## src/common/wwd_pkg.sv

```systemverilog
// package: timing constants, state and carrier types for the wake watchdog
package wwd_pkg;
	localparam int CLK_FREQ_HZ    = 250_000_000;
	localparam int CYC_PER_MS     = CLK_FREQ_HZ / 1000;
	localparam int TICK_W         = 18;
	localparam int MS_W           = 10;
	localparam int OHM_W          = 16;
	localparam int ALERT_MS       = 20;  // alert pulse width
	localparam int RST_PULSE_MS   = 320; // reset_pulse_width
	localparam int READ_MS        = 100; // resistor_read_time
	localparam int DEBOUNCE_MS    = 20;  // debounce_time
	localparam int MR_VALID_MS    = 20;  // manual reset must stay high this long
	localparam int MR_WINDOW_MS   = 30;  // observation window
	localparam int ACK_BLANK_MS   = 20;  // ack ignored in the last part of an interval
	localparam int STEP_MS        = 100;
	localparam int STEP_OHM       = 500;
	localparam int STEP_MIN       = 1;
	localparam int STEP_MAX       = 9;
	localparam logic [MS_W-1:0] MS_ZERO = 10'h000;

	typedef enum logic [1:0] {
		ST_READ  = 2'b00,
		ST_RUN   = 2'b01,
		ST_RESET = 2'b10
	} wwd_state_e;

	typedef struct packed {
		wwd_state_e       state;
		logic [MS_W-1:0]  interval_ms;
		logic [MS_W-1:0]  phase_ms;
		logic [MS_W-1:0]  alert_ms;
		logic [MS_W-1:0]  hold_ms;
		logic [MS_W-1:0]  mr_win_ms;
		logic [MS_W-1:0]  mr_high_ms;
		logic             ack_seen;
		logic             alert;
		logic             rst_drive;
	} wwd_ctl_s;
endpackage

```

## src/rtl/wwd_top.sv

```systemverilog
// wake watchdog with manual reset: alert pulses, ack supervision, open-drain host reset
`timescale 1ns/1ps
module wwd_top
	import wwd_pkg::*;
#(
	parameter int TICK_CYC = CYC_PER_MS
) (
	input  wire logic             core_clk_in,
	input  wire logic             rst_in,
	input  wire logic             ack_in,
	input  wire logic             mr_pin_in,
	input  wire logic [OHM_W-1:0] interval_resistor_in,
	output logic                  sense_en_out,
	output logic                  alert_out,
	output logic                  host_reset_n_out,
	output logic                  host_reset_n_oe_out
);
	// ohms to interval in ms, clamped to the sub-second steps
	function automatic logic [MS_W-1:0] ohm_to_ms(input logic [OHM_W-1:0] ohm);
		int steps;
		steps = int'(ohm) / STEP_OHM;
		if (steps < STEP_MIN) begin
			steps = STEP_MIN;
		end else if (steps > STEP_MAX) begin
			steps = STEP_MAX;
		end
		return MS_W'(steps * STEP_MS);
	endfunction

	logic [1:0] ack_sync_q;
	logic [1:0] mr_sync_q;
	logic       ack_prev_q;
	// conversion word is settled long before it is taken, two stages only guard metastability
	logic [OHM_W-1:0] ohm_meta_q;
	logic [OHM_W-1:0] ohm_q;
	logic       ack_rise;
	logic       mr_high;

	always_ff @(posedge core_clk_in or posedge rst_in) begin
		if (rst_in) begin
			ack_sync_q <= 2'h0;
			mr_sync_q  <= 2'h0;
			ack_prev_q <= 1'b0;
			ohm_meta_q <= '0;
			ohm_q      <= '0;
		end else begin
			ack_sync_q <= {ack_sync_q[0], ack_in};
			mr_sync_q  <= {mr_sync_q[0], mr_pin_in};
			ack_prev_q <= ack_sync_q[1];
			ohm_meta_q <= interval_resistor_in;
			ohm_q      <= ohm_meta_q;
		end
	end

	assign ack_rise = ack_sync_q[1] & ~ack_prev_q;
	assign mr_high  = mr_sync_q[1];

	// millisecond time base, restarted together with the other counters
	logic [TICK_W-1:0] tick_q;
	logic [TICK_W-1:0] tick_d;
	logic              ms_tick;
	logic              tick_restart;

	assign ms_tick = (tick_q == TICK_W'(TICK_CYC - 1));

	always_comb begin
		if (tick_restart || ms_tick) begin
			tick_d = '0;
		end else begin
			tick_d = tick_q + TICK_W'(1);
		end
	end

	always_ff @(posedge core_clk_in or posedge rst_in) begin
		if (rst_in) begin
			tick_q <= '0;
		end else begin
			tick_q <= tick_d;
		end
	end

	wwd_ctl_s ctl_q;
	wwd_ctl_s ctl_d;
	logic     mr_valid;

	// debounce: pin must be seen high on 20 ms ticks within a 30 ms window
	always_comb begin
		mr_valid = 1'b0;
		if (ctl_q.state != ST_READ && ms_tick && mr_high &&
		    ctl_q.mr_high_ms == MS_W'(MR_VALID_MS - 1)) begin
			mr_valid = 1'b1;
		end
	end

	always_comb begin
		ctl_d        = ctl_q;
		tick_restart = 1'b0;

		// window tracking, idle until the pin is first seen high
		if (ctl_q.state != ST_READ && ms_tick) begin
			if (ctl_q.mr_win_ms == MS_ZERO && !mr_high) begin
				ctl_d.mr_high_ms = MS_ZERO;
			end else if (ctl_q.mr_win_ms == MS_W'(MR_WINDOW_MS - 1)) begin
				ctl_d.mr_win_ms  = MS_ZERO; // glitch too short, discard
				ctl_d.mr_high_ms = MS_ZERO;
			end else begin
				ctl_d.mr_win_ms  = ctl_q.mr_win_ms + MS_W'(1);
				ctl_d.mr_high_ms = ctl_q.mr_high_ms + MS_W'(mr_high);
			end
		end

		if (ctl_q.alert && ms_tick) begin
			if (ctl_q.alert_ms == MS_W'(ALERT_MS - 1)) begin
				ctl_d.alert = 1'b0;
			end else begin
				ctl_d.alert_ms = ctl_q.alert_ms + MS_W'(1);
			end
		end

		case (ctl_q.state)
			ST_READ: begin
				ctl_d.rst_drive = 1'b1;
				if (mr_high) begin
					ctl_d.phase_ms = MS_ZERO;
					tick_restart   = 1'b1;
				end else if (ms_tick) begin
					if (ctl_q.phase_ms == MS_W'(READ_MS - 1)) begin
						ctl_d.interval_ms = ohm_to_ms(ohm_q);
						ctl_d.state       = ST_RUN;
						ctl_d.rst_drive   = 1'b0;
						ctl_d.phase_ms    = MS_ZERO;
						ctl_d.ack_seen    = 1'b0;
					end else begin
						ctl_d.phase_ms = ctl_q.phase_ms + MS_W'(1);
					end
				end
			end
			ST_RUN: begin
				// only the first edge per interval counts, none in the blank tail
				if (ack_rise && !ctl_q.ack_seen &&
				    ctl_q.phase_ms < ctl_q.interval_ms - MS_W'(ACK_BLANK_MS)) begin
					ctl_d.ack_seen = 1'b1;
					ctl_d.alert    = 1'b0;
				end
				if (ms_tick) begin
					if (ctl_q.phase_ms == ctl_q.interval_ms - MS_W'(1)) begin
						ctl_d.phase_ms = MS_ZERO;
						ctl_d.ack_seen = 1'b0;
						if (ctl_q.ack_seen) begin
							ctl_d.alert    = 1'b1;
							ctl_d.alert_ms = MS_ZERO;
						end else begin
							ctl_d.state     = ST_RESET;
							ctl_d.rst_drive = 1'b1;
							ctl_d.hold_ms   = MS_W'(RST_PULSE_MS);
							ctl_d.alert     = 1'b0;
						end
					end else begin
						ctl_d.phase_ms = ctl_q.phase_ms + MS_W'(1);
					end
				end
			end
			ST_RESET: begin
				// held while the pin stays pressed, then counts down
				if (ms_tick && !mr_high) begin
					if (ctl_q.hold_ms == MS_W'(1)) begin
						ctl_d.state     = ST_RUN;
						ctl_d.rst_drive = 1'b0;
						ctl_d.phase_ms  = MS_ZERO;
						ctl_d.ack_seen  = 1'b0;
					end else begin
						ctl_d.hold_ms = ctl_q.hold_ms - MS_W'(1);
					end
				end
			end
			default: begin
				ctl_d.state = ST_READ;
			end
		endcase

		// press timing is only as good as the ms grid, hence the spread
		if (mr_valid) begin
			ctl_d.state      = ST_RESET;
			ctl_d.rst_drive  = 1'b1;
			ctl_d.alert      = 1'b0;
			ctl_d.hold_ms    = MS_W'(DEBOUNCE_MS + RST_PULSE_MS);
			ctl_d.phase_ms   = MS_ZERO;
			ctl_d.ack_seen   = 1'b0;
			ctl_d.mr_win_ms  = MS_ZERO;
			ctl_d.mr_high_ms = MS_ZERO;
			tick_restart     = 1'b1;
		end
	end

	always_ff @(posedge core_clk_in or posedge rst_in) begin
		if (rst_in) begin
			ctl_q             <= '0;
			ctl_q.state       <= ST_READ;
			ctl_q.interval_ms <= MS_W'(STEP_MS);
			ctl_q.rst_drive   <= 1'b1;
		end else begin
			ctl_q <= ctl_d;
		end
	end

	assign sense_en_out        = (ctl_q.state == ST_READ);
	assign alert_out           = ctl_q.alert;
	assign host_reset_n_out    = 1'b0;            // open drain only ever pulls low
	assign host_reset_n_oe_out = ctl_q.rst_drive;
endmodule
```

## config.mk

```make
export PLATFORM = sky130hd
export DESIGN_NAME = wwd_top
export DESIGN_NICKNAME = d
export VERILOG_FILES = /design/src/common/wwd_pkg.sv /design/src/rtl/wwd_top.sv
export SDC_FILE = /design/constraint.sdc
export NUM_CORES = 1
export LEC_CHECK = 0
export BUFFER_PORTS_ARGS = -buffer_cell sky130_fd_sc_hd__buf_2
export CAP_MARGIN = 20
export CELL_PAD_IN_SITES_DETAIL_PLACEMENT = 0
export CELL_PAD_IN_SITES_GLOBAL_PLACEMENT = 1
export CORE_AREA = 2 2 131 133
export CTS_CLUSTER_SIZE = 28
export DETAILED_ROUTE_END_ITERATION = 16
export DIE_AREA = 0 0 133 135
export PLACE_DENSITY = 0.77
export SLEW_MARGIN = 20
export SYNTH_ARGS = -nofsm -noshare
export SYNTH_HDL_FRONTEND = slang
export SYNTH_SLANG_ARGS = --single-unit
```

## constraint.sdc

```tcl
create_clock -name core_clk_in -period 7.8 [get_ports core_clk_in]
set_input_delay 0.78 -clock core_clk_in [delete_from_list [all_inputs] [get_ports core_clk_in]]
set_output_delay 0.78 -clock core_clk_in [all_outputs]
set_load 0.03 [all_outputs]
```

==> metrics.txt <==
CP Launch Point=ohm_q[11]$_DFF_PP0_; met1 Use GR=0.2837; VDD IR max=0.1846 mV; Max Clk Rate=136.8 MHz; max incr delay on CP=between 0.4 and 0.5 ns; Filler cells=roughly 1.5k; Final ANT Viol Nets=0; number of synthesized flops with an enable pin=0; P&R area growth vs syn=13.88%; detailed-route DRC error count=0; status=finished, final reports clean; final WL=about 18,000 um; family with the most delay on the worst path=compound AO/OA/AOI/OAI gates; die area=approximately 18,000 um^2; Slew Limit Fails=0; clock latency on the worst-skew pair=0.42 ns; initial antenna violation count=0; htree depth=4; clock sink total=about 110; setup slack after layout=slightly below 0.5 ns; Worst Reg-to-Reg Cells=32; Worst R2R Start=ohm_q[11]$_DFF_PP0_; LEAKAGE=about 3.9 nW; gp weighted congestion=between 0.8 and 0.9; CTS root buffer=clkbuf_16; Worst R2R End=ctl_q[62]$_DFFE_PP0P_; Worst path depth=32; CP most frequent cell=ha_1; post-synth top area cell=dfrtp_1; largest cells by area after synthesis=dfrtp_1 35%, ha_1 5.2%, o21ai_0 4.5%, nor2_1 4.4%, nand2_1 3.7%; vias in the first global route=approximately 6.4k; worst slack, placed=about 0.31 ns; Worst-Margin Slew=roughly 0.73 ns; CP Data Arrival Time=approximately 7.6 ns; Overall Power=around 0.0017 W; Placed Area=about 8400 um^2; Netlist Area Pre-Place=slightly below 8000 um^2; clock slew at reported path FFs=about 0.06 ns; core area=~16,000 um^2; Vias/cell=5.836; I/O Buffers=20; GR met3 Demand/Resource=0.04092; CP startpoint kind=flip-flop; first-pass GRT wire length=slightly above 30,000 um; largest net degree at the start of global routing=59; DRT Pass-1 Iters=5; Tcrit/Tclk final=0.9374; WP buf/inv=3; hold_buf cts=0; maxcap violations=0; crit path to=ctl_q[62]$_DFFE_PP0P_; fin area=9056 um^2; Yosys warnings=0; met2 Use GR=0.3302; Die H=about 140 um; row cnt=47; Crit Path Category=flip-flop to flip-flop; layout cells sized above 1=0.1649; share of the synthesized area in the top cell type=0.3461; sequential share of the synthesized area=0.3593; Synth async-reset ratio=1.000; number of inserted diodes=0; GRT Total Usage=0.2060; I/O pin cnt=24; global route overflow=0; GRT busiest layer=met2; Vias=6,805; Top FF cell, synth=dfrtp_1; critical path required time=8.07 ns; Max Buffers Root-to-Sink=2; Setup crit end kind=flip-flop; worst min path class=flip-flop to flip-flop; Min Clock Period, post-route=7.312 ns; NumNets Final=around 1,000; Power Density=about 190 nW/um^2; Final Skew=0.01602 ns; initial drt markers=about 450; flop-to-flop setup slack=between 0.4 and 0.5 ns; HPWL after detailed placement=roughly 13,000 um; CP max stage cell=a221o_1; Final Hold Fails=0; Distinct cells, synth=between 100 and 150; Rel. slew slack=0.5136; WL/cell=15.48 um; CTS Buf Count=17; Mean Syn Cell Area=between 8 and 9 um^2; CTS tree=built; synthesized flop and latch total=approximately 110; Mapped Cells=approximately 900; crit path max fanout=9; Initial Utilization=0.4847; final setup violation count=0; DIE WIDTH=about 130 um
==> cells in the mapped netlist, types with 12 or more instances <==
cell type and n:
inv_1 27, nand2_1 78, nand2b_1 14, ha_1 33, nand3_1 46, nor3_1 23, and3_1 31, a21oi_1 41
nor2b_1 12, o31ai_1 14, xor2_1 24, nand4_1 12, dfrtp_1 110, nor2_1 94, clkbuf_1 26, xnor2_1 32
o21ai_0 71
==> worst min path at each step <==
| stage | start | end | slack (ns) | depth (start not counted) |
|---|---|---|---|---|
| 2_1_floorplan | ack_sync_q[0]$_DFF_PP0_ | ack_sync_q[1]$_DFF_PP0_ | 0.33 | 0 |
| 3_3_place_gp | ohm_meta_q[14]$_DFF_PP0_ | ohm_q[14]$_DFF_PP0_ | 0.33 | 0 |
| 3_5_place_dp | ohm_meta_q[11]$_DFF_PP0_ | ohm_q[11]$_DFF_PP0_ | 0.33 | 0 |
| 4_1_cts | ohm_meta_q[6]$_DFF_PP0_ | ohm_q[6]$_DFF_PP0_ | 0.35 | 0 |
| 5_1_grt | ohm_meta_q[11]$_DFF_PP0_ | ohm_q[11]$_DFF_PP0_ | 0.36 | 0 |
| 6_report | ohm_meta_q[6]$_DFF_PP0_ | ohm_q[6]$_DFF_PP0_ | 0.34 | 0 |
==> report_power, final <==
| group | leakage, nW | internal, W | total, W | switching (W) |
|---|---|---|---|---|
| Combinational | 2.10 | 0.000131 | 0.000318 | 0.000187 |
| Sequential | 1.49 | 0.000602 | 0.000614 | 0.0000120 |
| Clock | 0.294 | 0.000514 | 0.000808 | 0.000294 |
| Total | 3.88 | 0.00125 | 0.00174 | 0.000493 |
==> area by class of cell <==
| type | count | area (um^2) | share of cell area |
|---|---|---|---|
| flip-flops and latches | 114 | 2858 | 0.3156 |
| repair buffers | 49 | 317.8 | 0.03509 |
| inverters | 28 | 107.6 | 0.01188 |
| well taps | 220 | 275.3 | 0.03040 |
| clock buffers | 18 | 439.2 | 0.04849 |
| clock inverters | 14 | 178.9 | 0.01976 |
| multi-input cells | 723 | 4880 | 0.5388 |
==> timing repair <==
item / CTS / global route
setup endpoints to repair: 0 / 2
setup buffers: 0 / 1
resized for setup: 0 / 14
==> worst reg2reg max path: cells and delay by family, from the launching register on <==
| family | cells | cell delay, ns |
|---|---|---|
| AO/OA/AOI/OAI | 12 | 3.04 |
| adder cells (fa/ha/maj) | 6 | 1.48 |
| AND/OR/NAND/NOR | 7 | 1.27 |
| XOR/XNOR | 3 | 0.49 |
| flip-flops | 1 | 0.39 |
| multiplexers | 1 | 0.33 |
| buffers and inverters | 3 | 0.18 |
==> per-stage QoR <==
step | std cells | utilization | setup TNS, ns | hold WS (ns)
after floorplan | 903 | - | 0 | 0.3312
final | 1166 | 0.5520 | 0 | 0.3441
after global placement | 1132 | 0.5092 | 0 | 0.3314
after detailed placement | 1132 | 0.5092 | 0 | 0.3347
after CTS | 1164 | 0.5469 | 0 | 0.3470
after global routing | 1166 | 0.5520 | -0.04844 | 0.3551
==> cells by family after synthesis <==
kind of cell    Yosys count  synth area share
mux                      17           0.02376
compound gates          228            0.2001
simple gates            376            0.2484
fa+ha+maj                38           0.06199
flops                   114            0.3593
buf+inv                  67           0.03760
xor+xnor                 59           0.06781
other cells               2         0.0009443
==> sequential cells by signal (all words and copies together), names as in the netlist <==
name,count
ctl_q,61
ohm_q,14
host_reset_n_oe_out,1
tick_q,18
alert_out,1
ack_prev_q,1
ack_sync_q,2
mr_sync_q,2
ohm_meta_q,14
==> layer usage <==
metal | up-vias | part of all wire
li1 | 3340 | -
met1 | 3298 | 0.48
met2 | 147 | 0.47
met3 | 20 | 0.039
met4 | 0 | 0.012
met5 | - | 0
==> layout by cell type, fill, tap and decap left out, drive strengths merged, types with 6 or more instances in the layout <==
master    n
a211oi    6
a21o      6
a21oi    45
a22o      7
a31oi    13
and2     10
and3     32
and4      6
buf      49
clkbuf   18
dfrtp   110
ha       33
inv      31
mux2      9
mux2i     8
nand2    78
nand2b   14
nand3    47
nand4    14
nor2     94
nor2b    12
nor3     26
nor4b     6
o211ai    8
o21ai    76
o22ai     8
o31ai    18
or2       7
or3      10
xnor2    33
xor2     26
Power figures use the tool's default switching activity.
